[src/hdl/timer_pwm_pkg.sv]
`default_nettype none
package timer_pwm_pkg;
	// ----------------------------------------------------------------
	// widths and counter values
	// ----------------------------------------------------------------
	localparam int          CNT_W        = 16;       // counter and compare width
	localparam logic [15:0] CNT_ALL_ONES = 16'hFFFF; // last value before overflow
	localparam logic [15:0] CNT_RESET    = 16'h0000; // counter value after reset or clear
	localparam int          PRESC_W      = 6;        // free prescaler width
	localparam logic [5:0]  PRESC_RESET  = 6'h00;    // prescaler after reset
	// ----------------------------------------------------------------
	// control register fields (clock select, edge, clear source)
	// ----------------------------------------------------------------
	localparam int         CTRL_W        = 5;     // control register width
	localparam int         CTRL_SEL_LSB  = 0;     // clock select, two bits
	localparam int         CTRL_EDGE_BIT = 2;     // 0 rising, 1 falling tap edge
	localparam int         CTRL_CLR_LSB  = 3;     // clear source, two bits
	localparam logic [1:0] CLK_DIV1      = 2'h0;  // count every clock
	localparam logic [1:0] CLK_DIV4      = 2'h1;  // count on prescaler bit 1
	localparam logic [1:0] CLK_DIV16     = 2'h2;  // count on prescaler bit 3
	localparam logic [1:0] CLK_DIV64     = 2'h3;  // count on prescaler bit 5
	localparam int         TAP_DIV4      = 1;     // prescaler tap positions
	localparam int         TAP_DIV16     = 3;
	localparam int         TAP_DIV64     = 5;
	localparam logic [1:0] CLR_NONE      = 2'h0;  // never cleared in normal mode
	localparam logic [1:0] CLR_PERIOD    = 2'h1;  // own compare match clears
	localparam logic [1:0] CLR_SYNC      = 2'h2;  // cleared with the partner channel
	// ----------------------------------------------------------------
	// flags, pins and i/o control nibbles
	// ----------------------------------------------------------------
	localparam int        FLAG_W    = 5;          // flag clear vector width
	localparam int        FLAG_OVF3 = 0;
	localparam int        FLAG_OVF4 = 1;
	localparam int        FLAG_UNF3 = 2;
	localparam int        FLAG_UNF4 = 3;
	localparam int        FLAG_BUF  = 4;
	localparam int        PIN_N     = 6;          // 3B 4A 4B positive, 3D 4C 4D negative
	localparam logic [3:0] IO_HIZ   = 4'h0;       // pin released
	localparam logic [3:0] IO_LOW   = 4'h1;       // pin driven low
	localparam logic [3:0] IO_HIGH  = 4'h2;       // pin driven high
	localparam logic [5:0] PIN_RESET = 6'h00;     // pins low after reset
	typedef enum logic [1:0] {MODE_NORMAL, MODE_COMPL, MODE_RSYNC} mode_t;
endpackage
`default_nettype wire

[src/hdl/timer_pwm_flag_contention.sv]
`timescale 1ns/1ps
`default_nettype none
module timer_pwm_flag_contention
	import timer_pwm_pkg::*;
#(
	parameter bit A_MASK = 1'b0                         // 0 base silicon, 1 revised
)
(
	input  wire logic              clk_in,                          // 40 MHz clock
	input  wire logic              reset_in,                        // async reset, high
	input  wire logic [1:0]        mode_in,                         // mode_t code
	input  wire logic              ch3_start_bit_in,                // ch3 run
	input  wire logic              ch4_start_bit_in,                // ch4 run, normal only
	input  wire logic [CTRL_W-1:0] ch3_control_register_in,         // ch3 clock and clear
	input  wire logic [CTRL_W-1:0] ch4_control_register_in,         // ch4 clock and clear
	input  wire logic              ch3_sync_bit_in,                 // ch3 sync operation
	input  wire logic              ch4_sync_bit_in,                 // ch4 sync operation
	input  wire logic [CNT_W-1:0]  ch3_period_register_in,          // period compare
	input  wire logic [CNT_W-1:0]  ch4_compare_in,                  // ch4 clear compare
	input  wire logic [CNT_W-1:0]  ch3_duty_register_in,            // pwm duty
	input  wire logic [CNT_W-1:0]  ch3_duty_buffer_in,              // duty buffer value
	input  wire logic [CNT_W-1:0]  dead_time_value_in,              // dead time
	input  wire logic              ch3_wr_in,                       // ch3 write, T2 pulse
	input  wire logic              ch4_wr_in,                       // ch4 write, T2 pulse
	input  wire logic [CNT_W-1:0]  wr_data_in,                      // counter write data
	input  wire logic [7:0]        ch3_io_control_high_in,          // pin 3B in [7:4]
	input  wire logic [7:0]        ch3_io_control_low_in,           // pin 3D in [7:4]
	input  wire logic [7:0]        ch4_io_control_high_in,          // pins 4A, 4B
	input  wire logic [7:0]        ch4_io_control_low_in,           // pins 4C, 4D
	input  wire logic              positive_phase_level_select_in,  // 1 high active
	input  wire logic              negative_phase_level_select_in,  // 1 high active
	input  wire logic              chop_en_in,                      // chopping on
	input  wire logic              chop_carrier_in,                 // chopping carrier
	input  wire logic [FLAG_W-1:0] flag_clear_in,                   // flag clear pulses
	output logic      [CNT_W-1:0]  ch3_counter_out,                 // ch3 count
	output logic      [CNT_W-1:0]  ch4_counter_out,                 // ch4 count
	output logic      [CNT_W-1:0]  dead_time_subcounter_out,        // dead-time count
	output logic      [1:0]        overflow_flag_out,               // [0] ch3, [1] ch4
	output logic      [1:0]        underflow_flag_out,              // [0] ch3, [1] ch4
	output logic                   buf_match_flag_out,              // buffer match
	output logic      [PIN_N-1:0]  pins_out,                        // pin levels
	output logic      [PIN_N-1:0]  pins_oe_n_out                    // low while driving
);
	// ----------------------------------------------------------------
	// state
	// ----------------------------------------------------------------
	logic [CNT_W-1:0]   ch3_q, ch4_q, sub_q;     // counters
	logic [PRESC_W-1:0] presc_q;                 // shared prescaler
	logic               tap3_q, tap4_q;          // previous tap levels
	logic               dir_q;                   // 1 counting down (complementary)
	logic               ovf3_q, ovf4_q, unf3_q, unf4_q, bufm_q;
	logic               rsync_act_q;             // reset-sync active phase
	logic [PIN_N-1:0]   pin_q, oe_n_q;

	// prescaler tap for a clock select code
	function automatic logic tap_of(input logic [PRESC_W-1:0] p, input logic [1:0] sel);
		logic t;
		t = 1'b1;
		unique case (sel)
			CLK_DIV1:  t = 1'b1;
			CLK_DIV4:  t = p[TAP_DIV4];
			CLK_DIV16: t = p[TAP_DIV16];
			CLK_DIV64: t = p[TAP_DIV64];
		endcase
		return t;
	endfunction

	// ----------------------------------------------------------------
	// mode decode and count ticks
	// ----------------------------------------------------------------
	wire       normal = (mode_in == MODE_NORMAL);
	wire       compl  = (mode_in == MODE_COMPL);
	wire       rsync  = (mode_in == MODE_RSYNC);
	wire       pwm    = compl | rsync;
	wire [1:0] sel3   = ch3_control_register_in[CTRL_SEL_LSB +: 2];
	wire       edge3  = ch3_control_register_in[CTRL_EDGE_BIT];
	// paired modes borrow ch3 clocking for ch4
	wire [1:0] sel4   = pwm ? sel3 : ch4_control_register_in[CTRL_SEL_LSB +: 2];
	wire       edge4  = pwm ? edge3 : ch4_control_register_in[CTRL_EDGE_BIT];
	wire [1:0] src3   = ch3_control_register_in[CTRL_CLR_LSB +: 2];
	wire [1:0] src4   = ch4_control_register_in[CTRL_CLR_LSB +: 2];
	wire       tap3   = tap_of(presc_q, sel3);
	wire       tap4   = tap_of(presc_q, sel4);
	wire       tick3  = (sel3 == CLK_DIV1) | (edge3 ? (tap3_q & ~tap3) : (~tap3_q & tap3));
	wire       tick4  = (sel4 == CLK_DIV1) | (edge4 ? (tap4_q & ~tap4) : (~tap4_q & tap4));
	wire       run4   = pwm ? ch3_start_bit_in : ch4_start_bit_in;
	wire       cnt3_tick = ch3_start_bit_in & tick3;
	wire       cnt4_tick = run4 & tick4;

	// ----------------------------------------------------------------
	// clear sources, clearing on the final state of a match
	// ----------------------------------------------------------------
	wire match3    = (ch3_q == ch3_period_register_in);
	wire match4    = (ch4_q == ch4_compare_in);
	wire sync_pair = ch3_sync_bit_in & ch4_sync_bit_in;
	wire clr3_own  = cnt3_tick & match3 & (rsync | (normal & (src3 == CLR_PERIOD)));
	wire clr4_own  = cnt4_tick & match4 & normal & (src4 == CLR_PERIOD);
	// proper synchronous clear of ch4 from ch3, the software fix for overflow flags
	wire ch4_sync_clr = sync_pair & (src4 == CLR_SYNC) & (src3 == CLR_PERIOD) & clr3_own;
	wire clr3 = clr3_own | (sync_pair & (src3 == CLR_SYNC) & clr4_own);
	wire clr4 = clr4_own | (rsync & clr3_own) | ch4_sync_clr;

	// ----------------------------------------------------------------
	// complementary triangle direction and stop values
	// ----------------------------------------------------------------
	wire compl_stop = compl & ~ch3_start_bit_in;
	wire turn  = compl & cnt3_tick & (dir_q ? (ch3_q == dead_time_value_in) : match3);
	wire dir_d = (~compl | compl_stop) ? 1'b0 : (turn ? ~dir_q : dir_q);
	wire up    = ~dir_d;

	// ----------------------------------------------------------------
	// counter next values: clear, then write, then count
	// ----------------------------------------------------------------
	wire [CNT_W-1:0] ch3_step = up ? ch3_q + 16'h0001 : ch3_q - 16'h0001;   // wraps
	wire [CNT_W-1:0] ch4_step = up ? ch4_q + 16'h0001 : ch4_q - 16'h0001;
	wire [CNT_W-1:0] ch3_d = clr3 ? CNT_RESET : ch3_wr_in ? wr_data_in :
	                         compl_stop ? dead_time_value_in : cnt3_tick ? ch3_step : ch3_q;
	wire [CNT_W-1:0] ch4_d = clr4 ? CNT_RESET : ch4_wr_in ? wr_data_in :
	                         compl_stop ? CNT_RESET : cnt4_tick ? ch4_step : ch4_q;
	// dead-time subcounter restarts at each turn and stops at the dead time
	wire [CNT_W-1:0] sub_d = (~compl | turn) ? CNT_RESET :
	                         (cnt3_tick & (sub_q < dead_time_value_in)) ? sub_q + 16'h0001 : sub_q;

	// ----------------------------------------------------------------
	// overflow and underflow flags; a set always beats a software clear
	// ----------------------------------------------------------------
	wire ovf3_evt = cnt3_tick & up & (ch3_q == CNT_ALL_ONES);
	wire ovf4_evt = cnt4_tick & up & (ch4_q == CNT_ALL_ONES);
	wire unf3_evt = cnt3_tick & ~up & (ch3_q == CNT_RESET);
	wire unf4_evt = cnt4_tick & ~up & (ch4_q == CNT_RESET);
	// base silicon lets the ch4 flag through an unsynchronised reset-sync clear
	wire quirk4   = ~A_MASK & rsync & ~ch4_sync_clr;
	wire ovf3_set = ovf3_evt & ~clr3 & ~ch3_wr_in;
	wire ovf4_set = ovf4_evt & (~clr4 | quirk4) & ~ch4_wr_in;
	wire unf3_set = unf3_evt & ~clr3 & ~ch3_wr_in;
	wire unf4_set = unf4_evt & ~clr4 & ~ch4_wr_in;

	// ----------------------------------------------------------------
	// buffer compare match in complementary mode
	// ----------------------------------------------------------------
	wire [CNT_W-1:0] buf_v  = ch3_duty_buffer_in;
	wire [CNT_W-1:0] dead_v  = dead_time_value_in;              // one dead time
	wire [CNT_W-1:0] dead2_v = {dead_v[CNT_W-2:0], 1'b0};       // twice the dead time
	wire buf_hit  = cnt3_tick & ((buf_v == ch3_q) | (buf_v == ch4_q) | (buf_v == sub_q));
	// the base part misses these four values; the revised part has no gap
	wire buf_excl = (buf_v == dead_v) | (buf_v == dead2_v) |
	                (buf_v == ch3_period_register_in - dead_v) |
	                (buf_v == ch3_period_register_in - dead2_v);
	wire buf_set  = compl & buf_hit & (A_MASK | ~buf_excl);

	// ----------------------------------------------------------------
	// pwm levels, polarity and chopping
	// ----------------------------------------------------------------
	wire rsync_act_d = ~rsync ? 1'b0 : clr3_own ? 1'b1 :
	                   (cnt3_tick & (ch3_q == ch3_duty_register_in)) ? 1'b0 : rsync_act_q;
	wire pos_act  = rsync ? rsync_act_q : (ch3_q > ch3_duty_register_in);
	wire neg_act  = rsync ? ~rsync_act_q : (ch4_q < ch3_duty_register_in);
	wire gate     = ~chop_en_in | chop_carrier_in;
	wire pos_sel  = positive_phase_level_select_in;
	wire neg_sel  = negative_phase_level_select_in;
	// revised part chops the active phase then applies polarity
	wire pos_good = pos_sel ? (pos_act & gate) : ~(pos_act & gate);
	wire neg_good = neg_sel ? (neg_act & gate) : ~(neg_act & gate);
	// base part chops after polarity, wrong for low-active outputs
	wire pos_bad  = (pos_sel ? pos_act : ~pos_act) & gate;
	wire neg_bad  = (neg_sel ? neg_act : ~neg_act) & gate;
	wire pos_lvl  = A_MASK ? pos_good : pos_bad;
	wire neg_lvl  = A_MASK ? neg_good : neg_bad;
	wire [4*PIN_N-1:0] nib = {ch4_io_control_low_in[7:4], ch4_io_control_low_in[3:0],
	                          ch3_io_control_low_in[7:4], ch4_io_control_high_in[7:4],
	                          ch4_io_control_high_in[3:0], ch3_io_control_high_in[7:4]};

	// ----------------------------------------------------------------
	// registers
	// ----------------------------------------------------------------
	// counters, prescaler and direction
	always_ff @(posedge clk_in or posedge reset_in)
	begin
		if (reset_in)
		begin
			ch3_q <= CNT_RESET;
			ch4_q <= CNT_RESET;
			sub_q <= CNT_RESET;
			presc_q <= PRESC_RESET;
			tap3_q <= 1'b0;
			tap4_q <= 1'b0;
			dir_q <= 1'b0;
			rsync_act_q <= 1'b0;
		end
		else
		begin
			ch3_q <= ch3_d;
			ch4_q <= ch4_d;
			sub_q <= sub_d;
			presc_q <= presc_q + 6'h01;
			tap3_q <= tap3;
			tap4_q <= tap4;
			dir_q <= dir_d;
			rsync_act_q <= rsync_act_d;
		end
	end

	// sticky flags; set wins over a clear in the same cycle
	always_ff @(posedge clk_in or posedge reset_in)
	begin
		if (reset_in)
		begin
			{ovf3_q, ovf4_q, unf3_q, unf4_q, bufm_q} <= 5'h00;
		end
		else
		begin
			ovf3_q <= ovf3_set | (ovf3_q & ~flag_clear_in[FLAG_OVF3]);
			ovf4_q <= ovf4_set | (ovf4_q & ~flag_clear_in[FLAG_OVF4]);
			unf3_q <= unf3_set | (unf3_q & ~flag_clear_in[FLAG_UNF3]);
			unf4_q <= unf4_set | (unf4_q & ~flag_clear_in[FLAG_UNF4]);
			bufm_q <= buf_set | (bufm_q & ~flag_clear_in[FLAG_BUF]);
		end
	end

	// per pin: i/o control in normal mode, pwm level while paired modes run
	for (genvar i = 0; i < PIN_N; i++)
	begin : g_pin
		wire [3:0] n   = nib[4*i +: 4];
		wire       lvl = (i < 3) ? pos_lvl : neg_lvl;
		always_ff @(posedge clk_in or posedge reset_in)
		begin
			if (reset_in)
			begin
				pin_q[i] <= PIN_RESET[i];
				oe_n_q[i] <= 1'b1;
			end
			else if (pwm)
			begin
				// i/o control ignored; level held until the pair runs, so a pin
				// released earlier keeps its stale level
				oe_n_q[i] <= 1'b0;
				if (ch3_start_bit_in)
					pin_q[i] <= lvl;
			end
			else
			begin
				// driven low/high by the nibble, released keeps the old level
				oe_n_q[i] <= (n != IO_LOW) & (n != IO_HIGH);
				if (n == IO_LOW)
					pin_q[i] <= 1'b0;
				else if (n == IO_HIGH)
					pin_q[i] <= 1'b1;
			end
		end
	end

	assign ch3_counter_out          = ch3_q;
	assign ch4_counter_out          = ch4_q;
	assign dead_time_subcounter_out = sub_q;
	assign overflow_flag_out        = {ovf4_q, ovf3_q};
	assign underflow_flag_out       = {unf4_q, unf3_q};
	assign buf_match_flag_out       = bufm_q;
	assign pins_out                 = pin_q;
	assign pins_oe_n_out            = oe_n_q;
endmodule
`default_nettype wire

[config.mk]
export PLATFORM = sky130hd
export DESIGN_NAME = timer_pwm_flag_contention
export DESIGN_NICKNAME = d
export VERILOG_FILES = /design/src/hdl/timer_pwm_pkg.sv /design/src/hdl/timer_pwm_flag_contention.sv
export SDC_FILE = /design/constraint.sdc
export NUM_CORES = 1
export LEC_CHECK = 0
export ABC_AREA = 1
export BUFFER_PORTS_ARGS = -buffer_cell sky130_fd_sc_hd__buf_2
export CORE_MARGIN = 1.5
export CORE_UTILIZATION = 40
export DETAILED_ROUTE_END_ITERATION = 8
export PLACE_DENSITY = 0.73
export RECOVER_POWER = 25
export SYNTH_ARGS = -nofsm -noshare
export SYNTH_HDL_FRONTEND = slang
export SYNTH_SLANG_ARGS = --single-unit
[constraint.sdc]
create_clock -name clk_in -period 4.3 [get_ports clk_in]
set_clock_uncertainty 0.05 [all_clocks]
set_input_delay 0 -clock clk_in [delete_from_list [all_inputs] [get_ports clk_in]]
set_output_delay 0 -clock clk_in [all_outputs]
set_load 0.02 [all_outputs]
# Word level (Yosys, flattened, before mapping)
# Index checks and enable logic that the tools add are counted.
word_totals:
  register_bits: 75
  in_bits: 157
  out_inout_bits: 65
  word_cells: 263
classes:
  n_addsub: 8
  n_lt_le_gt_ge: 3
  n_eq_ne: 51
  mux: 55
  bitwise_logic: 101
  reduce_logical: 20
ops:
  columns: ["op", "n"]
  rows:
  - ["16-bit 2-to-1 mux", 12]
  - ["16-bit == test", 11]
  - ["1-bit bitwise AND", 57]
  - ["16-bit by 1-bit adder with 16-bit output (second input constant)", 3]
  - ["1-bit 2-to-1 mux", 40]
  - ["16-bit == test (second input constant)", 2]
  - ["16-bit zero test", 2]
  - ["16-bit less-than comparator", 2]
  - ["16-bit by 1-bit subtractor with 16-bit output (second input constant)", 2]
  - ["16-bit subtractor", 2]
  - ["4-bit by 1-bit == test with 1-bit output (second input constant)", 6]
  - ["4-bit by 2-bit == test with 1-bit output (second input constant)", 6]
  - ["4-bit by 1-bit != test with 1-bit output (second input constant)", 6]
  - ["4-bit by 2-bit != test with 1-bit output (second input constant)", 6]
  - ["1-bit inverter", 23]
  - ["1-bit bitwise OR", 21]
  - ["3-bit nonzero test", 6]
  - ["16-bit greater-than comparator", 1]
  - ["2-bit == test (second input constant)", 7]
  - ["2-bit AND reduction", 6]
  - ["2-bit by 1-bit == test with 1-bit output (second input constant)", 5]
  - ["1-bit one-hot mux with 4 select lines", 2]
  - ["4-bit nonzero test", 2]
  - ["6-bit by 1-bit adder with 6-bit output (second input constant)", 1]
  - ["other kinds (5)", 7]

# Longest topological paths before layout
# Gate-level depths: netlist of the first run.
logic_depth:
  word_depth: 20
  mapped_depth: 24
  ltp_nobuf: 23

# Worst setup path after synthesis of the first run
# No wires, ideal clock.
synth_timing:
  path_type: "register to register"
  from: "register ch3_q[15], in the netlist ch3_counter_out[15]"
  to: "register ch4_q[14], in the netlist ch4_counter_out[14]"
  setup_time_ps: 118
  arrival_ps: 3618
  t_required_ps: 4132
  path_slack_ps: 514
  path_stages_with_launch: 24
  synth_period_minus_slack_ps: 3786
  path_cell_list: "dfrtp_1 > buf_2 > inv_2 > nand2_1 > nand2_1 > nor2_1 > nand2_1 > nor2_1 > nand2_1 > o21ai_2 > nand3_2 > inv_1 > ha_1 > a21oi_1 > o21ai_0 > a21oi_1 > inv_1 > nand3_1 > o2111ai_1 > or2_2 > nand3_1 > nand2_1 > nand3_1 > nand2_1"
synth_between:
  elab_chain_cells: 10
synth_rtl:
  columns: ["element", "line", "source"]
  rows:
  - ["from (decl)", "timer_pwm_flag_contention.sv:47", "logic [CNT_W-1:0] ch3_q, ch4_q, sub_q;"]
  - ["from (signal assigned)", "timer_pwm_flag_contention.sv:192", "ch3_q <= ch3_d;"]
  - ["16-bit == test, on equally long branches", "timer_pwm_flag_contention.sv:93, timer_pwm_flag_contention.sv:107", null]
  - ["1-bit 2-to-1 mux *", "timer_pwm_flag_contention.sv:107", "wire turn = compl & cnt3_tick & (dir_q ? (ch3_q == dead_time_value_in) : match3);"]
  - ["1-bit bitwise AND *", "timer_pwm_flag_contention.sv:107", null]
  - ["1-bit 2-to-1 mux * (2 in series)", "timer_pwm_flag_contention.sv:108", "wire dir_d = (~compl | compl_stop) ? 1'b0 : (turn ? ~dir_q : dir_q);"]
  - ["named net dir_d", "timer_pwm_flag_contention.sv:108", null]
  - ["16-bit 2-to-1 mux *", "timer_pwm_flag_contention.sv:115", "wire [CNT_W-1:0] ch4_step = up ? ch4_q + 16'h0001 : ch4_q - 16'h0001;"]
  - ["16-bit 2-to-1 mux * (2 in series)", "timer_pwm_flag_contention.sv:119", "compl_stop ? CNT_RESET : cnt4_tick ? ch4_step : ch4_q;"]
  - ["16-bit 2-to-1 mux * (2 in series)", "timer_pwm_flag_contention.sv:118", "wire [CNT_W-1:0] ch4_d = clr4 ? CNT_RESET : ch4_wr_in ? wr_data_in :"]
  - ["to (signal assigned)", "timer_pwm_flag_contention.sv:193", "ch4_q <= ch4_d;"]
  - ["to (decl)", "timer_pwm_flag_contention.sv:47", null]
# The timed path passes the listed nets; every way through them passes the cells marked *. The select of a mux whose other input is x is not followed.
# A chain may end at the register's enable or synchronous reset.

# Worst setup path in the final report of the first run
layout_timing:
  from: "register ch3_q[7], in the netlist ch3_counter_out[7]"
  to: "register ch4_q[15], in the netlist ch4_counter_out[15]"
# Same word-level chain as after synthesis.

==> results_dict.tcl, run 1 <==
set metrics [dict create \
    yosysMostFrequentCell "nand2_1" \
    gr-total-overflow 0 \
    peakVddDrop_mv 0.174 \
    sw_frac_of_total_pct 46.3 \
    drc_errors 0 \
    powerDensity_nw_per_um2 272 \
    hold_violations 0 \
    antenna_cells 0 \
    routed_wl_um 41000 \
    postCtsSetupBuffers 0 \
    synth_top_area_share_pct 16.4 \
    finalWorstSetupSlack_ps 391 \
    h-tree-depth 3 \
    cts_made_buffers 9 \
    dp_hpwl_um 32700 \
    fp-row-count 59 \
    post-place-ws_ps 352 \
    maxCapViolCount 1 \
    p_sw_mw 1.60 \
    async_flop_share_pct 100 \
    dp.cells 2169 \
    critPathKind "flop to flop" \
    violations "max-capacitance violations, max-slew violations" \
    cts_buffer_depth 2 \
    layout-drive-gt1-share_pct 14.0 \
    hold_class "input port to flop" \
    path_clk_slew_ps 70 \
    layout.cells.non_filler 2233 \
    synth_cells 1645 \
    grt_pass1_wl_um 62500 \
    area_growth_pct 20.6 \
    port_buffers 213 \
    drtIter0Drc 1094 \
    synth_enable_flop_cells 0 \
    maxSlewViolCount 48 \
    grt.total_usage_pct 30.0 \
    grt_pass1_vias 11600 \
    synth.distinct_cells 55 \
    setup_viol 0 \
    p_leak_nw 6.66 \
    via_count 12300 \
    synthTopCellsByArea "dfrtp_1 16%, nand2_1 14%, ha_1 13%" \
    die_area_um2 27400 \
    viasPerCell 5.52 \
    netlist_top_cells_count "400 x nand2_1, 209 x inv_1, 136 x nor2_1, 109 x a21oi_1, 108 x ha_1" \
    cts_tree "yes" \
    period_share_pct 90.9 \
    syn_area_per_cell_um2 6.41 \
    netlist_area_um2 10600 \
    synth_top_area_cell "dfrtp_1" \
    min_period_ps 3910 \
    pwr-share-comb_pct 47.9 \
    worst_ep_required_time_ps 4490 \
    crit_fanout 31 \
    postRouteAntennaNets 0 \
    status "finished, violations left" \
    antenna_found_initial 2 \
    syn-num-nets 1914 \
    root_buffer "clkbuf_16" \
    io_pins 222 \
    synth_ff_type "dfrtp_1" \
    ys_seq_area_share_pct 17.9 \
    seqPwrFrac_pct 28.5 \
    rsz0062_at_grt "false" \
    ys.warnings.count 0 \
    timing.slew.headroom_pct -49.0 \
    start_util_pct 40.6 \
    clock-sinks 75 \
    clk_latency_ps 360 \
    finalPower_mw 3.46 \
    p_clk_share_pct 23.6 \
    max_freq_mhz 256 \
    utilization_pct 49.0 \
    routedWlPerCell_um 18.4 \
    drt_pre_antenna_iters 5 \
    fin_setup_tns_ps 0 \
    core_um2 26000 \
    gp_congestion 0.976 \
    die_w_um 165 \
    finalNetCount 2162 \
    worstMarginPinSlew_ps 2220 \
    arrival_ps 4100 \
    worstSetupStartpointType "flop" \
    p_int_mw 1.86 \
    setup.worst_path.end_class "flop" \
    synth_seq_cells 75 \
    grt_max_degree 48 \
    die_h_um 165 \
]
final cells by class:
type                       count  area (um^2)
fill                        2728        13300
multi-input combinational   1314         7670
sequential                    75         1890
timing repair buffer         271         1610
inverter                     222          837
tap                          335          419
clock buffer                  11          233
clock inverter                 5         62.6
cells in the final DEF (no fill, tap or decap), drive strengths merged, types with 7 or more instances in the layout:
| cell type | Yosys | routed |
|---|---|---|
| nand2 | 406 | 406 |
| inv | 219 | 219 |
| buf | 10 | 204 |
| nor2 | 137 | 137 |
| a21oi | 113 | 113 |
| nand3 | 111 | 111 |
| ha | 108 | 108 |
| o21ai | 91 | 91 |
| xor2 | 89 | 89 |
| dfrtp | 69 | 69 |
| dlygate4sd3 | 0 | 48 |
| nor3 | 44 | 44 |
| nand4 | 41 | 41 |
| xnor2 | 36 | 36 |
| clkbuf | 24 | 30 |
| nor4 | 29 | 29 |
| o22ai | 26 | 26 |
| a21o | 9 | 9 |
| or2 | 8 | 8 |
| o31ai | 8 | 8 |
| nand3b | 7 | 7 |
| a31oi | 7 | 7 |
registers in the layout, indices dropped and copies added, names as in the netlist, 6 cells and up:
| name | cells |
|---|---|
| ch3_counter_out | 16 |
| ch4_counter_out | 16 |
| dead_time_subcounter_out | 16 |
| pins_oe_n_out | 6 |
| pins_out | 6 |
| presc_q | 6 |
logic make-up (layout without fill, tap and decap cells):
family / count (synthesis) / in the layout / share of synthesized area, %
xor+xnor: 126 / 126 / 10.6
simple gates: 787 / 787 / 32.7
flops: 75 / 75 / 17.9
compound gates: 286 / 286 / 15.6
buf+inv: 256 / 509 / 9.45
fa+ha+maj: 112 / 112 / 13.6
mux: 3 / 3 / 0.285
power groups by stage:
stage | logic [mW] | registers (mW) | clock network [mW]
after CTS | 1.64 | 0.980 | 0.818
after detailed placement | 1.59 | 0.991 | 0
after global routing | 1.84 | 0.996 | 0.846
after floorplan | 1.01 | 1.02 | 0
final | 1.66 | 0.985 | 0.817
after global placement | 1.56 | 0.990 | 0
critical path, stage by stage, from the launching register on:
cell and delay [ps]:
dfrtp_1 540, inv_1 150, nand2_1 80, nand2_1 40, nor2_1 90, nand2_1 70
nor2_2 220, nand2_1 150, o21ai_2 250, nand3_2 110, inv_1 100, buf_12 200
ha_1 300, a21oi_1 140, o21ai_0 200, a21oi_1 310, inv_1 70, nand2_1 70
nand4_1 150, nand3b_1 210, nand3_1 70, nand2_1 60, nand2_1 60, nand2_1 50
per-stage QoR:
step           hold WS [ps]  cell area (um^2)
3_5_place_dp            144             12000
2_1_floorplan          46.4             10600
4_1_cts               0.906             12700
6_report               4.97             12700
5_1_grt                19.0             12700
3_3_place_gp            136             12000
worst paths after layout:
kind / startpoint / to / depth (start not counted) / slack, ps
max: ch3_counter_out[7] / ch4_counter_out[15] / 23 / 390
min: wr_data_in[5] / ch3_counter_out[5] / 3 / 5
max reg2reg: ch3_counter_out[7] / ch4_counter_out[15] / 23 / 390
min reg2reg: presc_q[0] / presc_q[0] / 1 / 400
max in group asynchronous: reset_in / ch3_counter_out[3] / 4 / 2210
min in group asynchronous: reset_in / dead_time_subcounter_out[10] / 3 / 720
repair_timing:
action | in CTS | in global routing
hold buffers | 48 | 0
setup endpoints to repair | 0 | 9
gates resized for setup | 0 | 4
hold endpoints to repair | 75 | 0
routing by layer:
layer	vias up	wire [um]	track usage, %	share of wire (%)
met2	545	18100	47.8	44
met1	5672	17800	39.9	43
met3	98	3580	5.62	8.7
met5	-	25	0	0.061
met4	4	1490	12.2	3.6
li1	5998	-	-	-
Power figures use the tool's default switching activity.
==> inputs of run 2 (changes only) <==
--- a/config.mk
+++ b/config.mk
@@ -5,7 +5,6 @@
 export SDC_FILE = /design/constraint.sdc
 export NUM_CORES = 1
 export LEC_CHECK = 0
-export ABC_AREA = 1
 export BUFFER_PORTS_ARGS = -buffer_cell sky130_fd_sc_hd__buf_2
 export CORE_MARGIN = 1.5
 export CORE_UTILIZATION = 40
==> run 2 against run 1 <==
Effect of this change: the run now ends clean; hold slack better by 13 ps; routed wire length shrank 8.1%; maximum frequency shrank 7.3%; global-route usage is 1.3 points lower; non-clock buffer count increased by 35; area after synthesis down 6.5%; combinational power shrank 11%; via count fell by 13%; total power shrank 6.7%.
==> results_dict.tcl, run 2 <==
set metrics [dict create \
    cts_buffer_depth 2 \
    grt_pass1_wl_um 57800 \
    die_w_um 160 \
    fin_area_um2 12400 \
    utilization_pct 51.3 \
    synth.distinct_cells 70 \
    fp-row-count 57 \
    arrival_ps 4420 \
    regArea_um2 1900 \
    reg2reg_from "tap3_q" \
    die_area_um2 25600 \
    worstMarginPinSlew_ps 1190 \
    antenna_found_initial 3 \
    period_share_pct 98.0 \
    routedWlPerCell_um 20.9 \
    grt.total_usage_pct 28.7 \
    layout-drive-gt1-share_pct 21.1 \
    synth_top_area_share_pct 17.5 \
    die_h_um 160 \
    area_growth_pct 26.2 \
    viasPerCell 5.97 \
    ys_seq_area_share_pct 19.1 \
    crit_top_cell "or3_4" \
    cts_made_buffers 9 \
    synth_top_area_cell "dfrtp_1" \
    async_flop_share_pct 100 \
    drtIter0Drc 978 \
    syn_area_per_cell_um2 7.99 \
    synth_enable_flop_cells 0 \
    finalNetCount 1744 \
    slowest_stage "dfrtp_1" \
    slowest_delay_ps 400 \
    maxCapViolCount 0 \
    gr-total-overflow 0 \
    gp_congestion 0.970 \
    placed_area_um2 11400 \
    dp_hpwl_um 28600 \
    min_to "ch3_counter_out[15]" \
    clock-sinks 75 \
    netlist_top_cells_count "121 x xor2_1, 108 x ha_1, 105 x xnor2_1, 84 x nor2_1, 73 x a21oi_1" \
    h-tree-depth 3 \
    netlist_area_um2 9870 \
    p_leak_nw 5.63 \
    finalPower_mw 3.23 \
    powerDensity_nw_per_um2 259 \
    min_period_ps 4210 \
    drc_errors 0 \
    routed_wl_um 37700 \
    synth_seq_cells 75 \
    port_buffers 213 \
    io_pins 222 \
    synthTopCellsByArea "dfrtp_1 18%, ha_1 14%, xor2_1 11%" \
    grt_max_degree 54 \
    cts_tree "yes" \
    syn-num-nets 1503 \
    via_count 10800 \
    final_cell_mix "187 x buf_2, 121 x xor2_1, 104 x xnor2_1" \
    maxSlewViolCount 0 \
    grt_pass1_vias 10500 \
    root_buffer "clkbuf_16" \
    max_freq_mhz 237 \
    synth_cells 1234 \
    whs_path_depth 3 \
    start_util_pct 40.7 \
    status "complete, no violations" \
    worst_ep_required_time_ps 4500 \
    worstSetupStartpoint "tap3_q" \
    rrSetupSlack_ps 90 \
    antenna_cells 0 \
    path_clk_slew_ps 60 \
    worst-r2r-cell-count 16 \
    final_common_cell "buf_2" \
    hold_start "wr_data_in[15]" \
    drt_pre_antenna_iters 5 \
    postRouteAntennaNets 0 \
    rsz0062_at_grt "true" \
    fin_setup_tns_ps 0 \
    worstSetupStartpointType "flop" \
    setup_viol 0 \
    fillers 2311 \
    peakVddDrop_mv 0.192 \
    worst_hold_slack_ps 18.1 \
    clk_latency_ps 350 \
    hold_class "input port to flop" \
    synth_ff_type "dfrtp_1" \
    critPathKind "flop to flop" \
    timing.slew.headroom_pct 20.2 \
    hold_violations 0 \
    crit_fanout 6 \
    multi_input_area_um2 7740 \
    core_um2 24200 \
    worstReg2RegEnd "ch3_counter_out[15]" \
    yosysMostFrequentCell "xor2_1" \
    setup.worst_path.end_class "flop" \
    ys.warnings.count 0 \
    path_cells "or3b_1 > mux2i_1 > nor2_1 > or3_4 > a32oi_4 > clkinvlp_4 > buf_6 > clkbuf_2 > ha_1 > or3_4 > o311ai_4 > nand4b_1 > a21o_1 > a21oi_2 > xnor2_1 > a311oi_1" \
]
run 2: report_power, final:
| group | leakage, nW | internal (mW) | switching, mW |
|---|---|---|---|
| Sequential | 0.927 | 0.776 | 0.156 |
| Combinational | 4.55 | 0.627 | 0.841 |
| Clock | 0.153 | 0.508 | 0.320 |
| Total | 5.63 | 1.91 | 1.32 |
run 2: through the flow:
stage	std cells	worst slack [ps]
floorplan	1234	-272
global placement	1731	89.0
detailed placement	1731	5.50
CTS	1797	5.49
global route	1804	-140
finish	1804	85.4
run 2: cells by family (layout without fill, tap and decap cells):
family	Yosys count	in the layout	synth area share, %
DFF	75	75	19.1
adders and majority gates	112	112	14.5
muxes	11	11	1.15
and+or+nand+nor	371	371	19.7
buffers and inverters	136	382	5.40
AOI/OAI and AO/OA	303	303	20.1
xor gates and xnor gates	226	226	20.1
run 2: layer usage:
metal / wire length, um / global-route usage [%]
met1: 15400 / 37.0
met3: 3380 / 5.82
met4: 1700 / 13.0
met5: 29 / 0
met2: 17100 / 46.4
run 2: worst max-delay path by stage:
stage,depth (start not counted),end,slack (ps)
floorplan,17,ch4_counter_out[15],-270
global placement,16,ch3_counter_out[15],90
finish,16,ch3_counter_out[15],90
global route,17,ch4_counter_out[15],-140
detailed placement,16,ch3_counter_out[15],6
CTS,17,ch4_counter_out[15],5
run 2: area by class of cell:
type | count | area share [%]
Multi-Input combinational cell | 1023 | 62.2
Sequential cell | 75 | 15.2
Timing Repair Buffer | 306 | 14.9
Tap cell | 324 | 3.26
Clock buffer | 11 | 1.87
Inverter | 60 | 1.85
Clock inverter | 5 | 0.633
run 2: timing repair:
item                                   in CTS  in global routing
gates cloned                                0                  0
endpoints found under the hold margin      64                  0
pin swaps                                   9                 18
setup endpoints to repair                   2                 12
resized for setup                           6                 24
buffers inserted                            3                  7
hold buffers                               47                  0
run 2: critical path, delay by kind of cell (launching register included):
kind / cells / cell delay [ps]
buffers and inverters: 3 / 640
adders and majority gates: 1 / 250
AOI/OAI and AO/OA: 5 / 1070
DFF: 1 / 400
muxes: 1 / 190
and+or+nand+nor: 5 / 1420
xor gates and xnor gates: 1 / 90
==> inputs of run 3 (changes only) <==
--- a/config.mk
+++ b/config.mk
@@ -8,9 +8,11 @@
 export BUFFER_PORTS_ARGS = -buffer_cell sky130_fd_sc_hd__buf_2
 export CORE_MARGIN = 1.5
 export CORE_UTILIZATION = 40
+export CTS_CLUSTER_DIAMETER = 60
 export DETAILED_ROUTE_END_ITERATION = 8
 export PLACE_DENSITY = 0.73
 export RECOVER_POWER = 25
+export SETUP_SLACK_MARGIN = 0.3
 export SYNTH_ARGS = -nofsm -noshare
 export SYNTH_HDL_FRONTEND = slang
 export SYNTH_SLANG_ARGS = --single-unit
==> run 3 against run 2 <==
Effect of this change: the flow now finishes with violations (max-capacitance violations, max-slew violations); die area is the same; final cell count grew 1.8%; register-to-register slack is essentially flat; critical path type unchanged; largest cell class unchanged; largest power group unchanged.
==> results_dict.tcl, run 3 (synthesized netlist as in run 2, its figures left out) <==
set metrics [dict create \
    utilization_pct 53.0 \
    post-place-ws_ps 20.1 \
    worstSetupStartpointType "flop" \
    h-tree-depth 3 \
    core_um2 24200 \
    fin_setup_tns_ps 0 \
    dp_hpwl_um 28400 \
    setup_viol 0 \
    period_share_pct 98.3 \
    antenna_found_initial 0 \
    maxCapViolCount 1 \
    clock-sinks 75 \
    final_cell_mix "201 x buf_2, 119 x xor2_1, 100 x xnor2_1" \
    p_leak_nw 5.89 \
    area_growth_pct 30.3 \
    grt_pass1_wl_um 58300 \
    viasPerCell 5.96 \
    hold_violations 0 \
    die_area_um2 25600 \
    setup.worst_path.end_class "flop" \
    worst_ep_required_time_ps 4490 \
    via_count 11000 \
    finalWorstSetupSlack_ps 74.9 \
    die_w_um 160 \
    antenna_cells 0 \
    min_period_ps 4230 \
    cts_made_buffers 9 \
    fillers 2220 \
    drt_pre_antenna_iters 6 \
    finalPower_mw 3.22 \
    path_clk_slew_ps 60 \
    rsz0062_at_grt "true" \
    drtIter0Drc 1199 \
    maxSlewViolCount 40 \
    grt.total_usage_pct 28.8 \
    layout-drive-gt1-share_pct 25.0 \
    arrival_ps 4410 \
    start_util_pct 40.7 \
    drc_errors 0 \
    cts_buffer_depth 2 \
    gr-total-overflow 0 \
    crit_fanout 6 \
    layout.cells.non_filler 1837 \
    postRouteAntennaNets 0 \
    clk_latency_ps 350 \
    grt_pass1_vias 10600 \
    placed_area_um2 11400 \
    status "finished, violations left" \
    peakVddDrop_mv 0.183 \
    worst_hold_slack_ps 56.0 \
    die_h_um 160 \
    io_pins 222 \
    critPathKind "flop to flop" \
    grt_max_degree 40 \
    root_buffer "clkbuf_16" \
    finalNetCount 1777 \
    final_common_cell "buf_2" \
    violations "max-capacitance violations, max-slew violations" \
    port_buffers 213 \
    routedWlPerCell_um 21.0 \
    max_freq_mhz 237 \
    gp_congestion 0.935 \
    fin_area_um2 12900 \
    powerDensity_nw_per_um2 250 \
    hold_class "input port to flop" \
    cts_tree "yes" \
    fp-row-count 57 \
    dp.cells 1727 \
    timing.slew.headroom_pct -25.9 \
    routed_wl_um 38600 \
    worstMarginPinSlew_ps 1880 \
]
## run 3: report_power, final
group / total [mW] / switching [mW] / internal, mW / leakage, nW
clock: 0.784 / 0.320 / 0.464 / 0.149
combinational: 1.50 / 0.856 / 0.644 / 4.81
sequential: 0.935 / 0.159 / 0.777 / 0.926
## run 3: cell type report
class / instances / area [um^2] / area share, %
Clock inverter: 5 / 53.8 / 0.418
Multi-Input combinational cell: 1023 / 7860 / 61.1
Timing Repair Buffer: 339 / 2170 / 16.9
Tap cell: 324 / 405 / 3.15
Sequential cell: 75 / 1900 / 14.8
Clock buffer: 11 / 243 / 1.89
Inverter: 60 / 230 / 1.79
## run 3: what timing repair did
| action | CTS | global route |
|---|---|---|
| pin swaps | 17 | 34 |
| gates resized for setup | 19 | 37 |
| setup buffers | 30 | 15 |
| hold endpoints to repair | 72 | 0 |
| endpoints found under the setup margin | 12 | 32 |
| hold buffers | 48 | 0 |
| gates cloned | 0 | 1 |
## run 3: path summary, 6_finish.rpt
| kind | start | end | slack (ps) | cells past startpoint |
|---|---|---|---|---|
| max | tap3_q | ch3_counter_out[14] | 70 | 18 |
| min | wr_data_in[15] | ch3_counter_out[15] | 60 | 3 |
| max reg2reg | tap3_q | ch3_counter_out[14] | 70 | 18 |
| min reg2reg | presc_q[0] | presc_q[0] | 410 | 1 |
| max in group asynchronous | reset_in | ch3_counter_out[11] | 2300 | 4 |
| min in group asynchronous | reset_in | pins_out[4] | 610 | 3 |
## run 3: routing by layer
layer	part of all wire (%)	vias to the layer above	GRT usage (%)
met5	0	-	0
met4	4.6	0	12.8
met3	8.7	153	4.08
met2	45	622	46.2
met1	41	5168	38.5
li1	-	5008	-
## run 3: worst max-delay path: stages, from the launching register on
cell	delay, ps
dfrtp_1	400
or3b_4	430
mux2i_4	180
nor2_2	80
or3_4	400
a32oi_4	240
clkinvlp_4	200
buf_6	150
buf_12	130
ha_4	220
nor2b_1	140
o21a_1	190
o21a_1	220
o211ai_1	320
a21oi_2	110
a31oi_1	210
xor2_1	170
a21oi_1	80
a22o_1	180
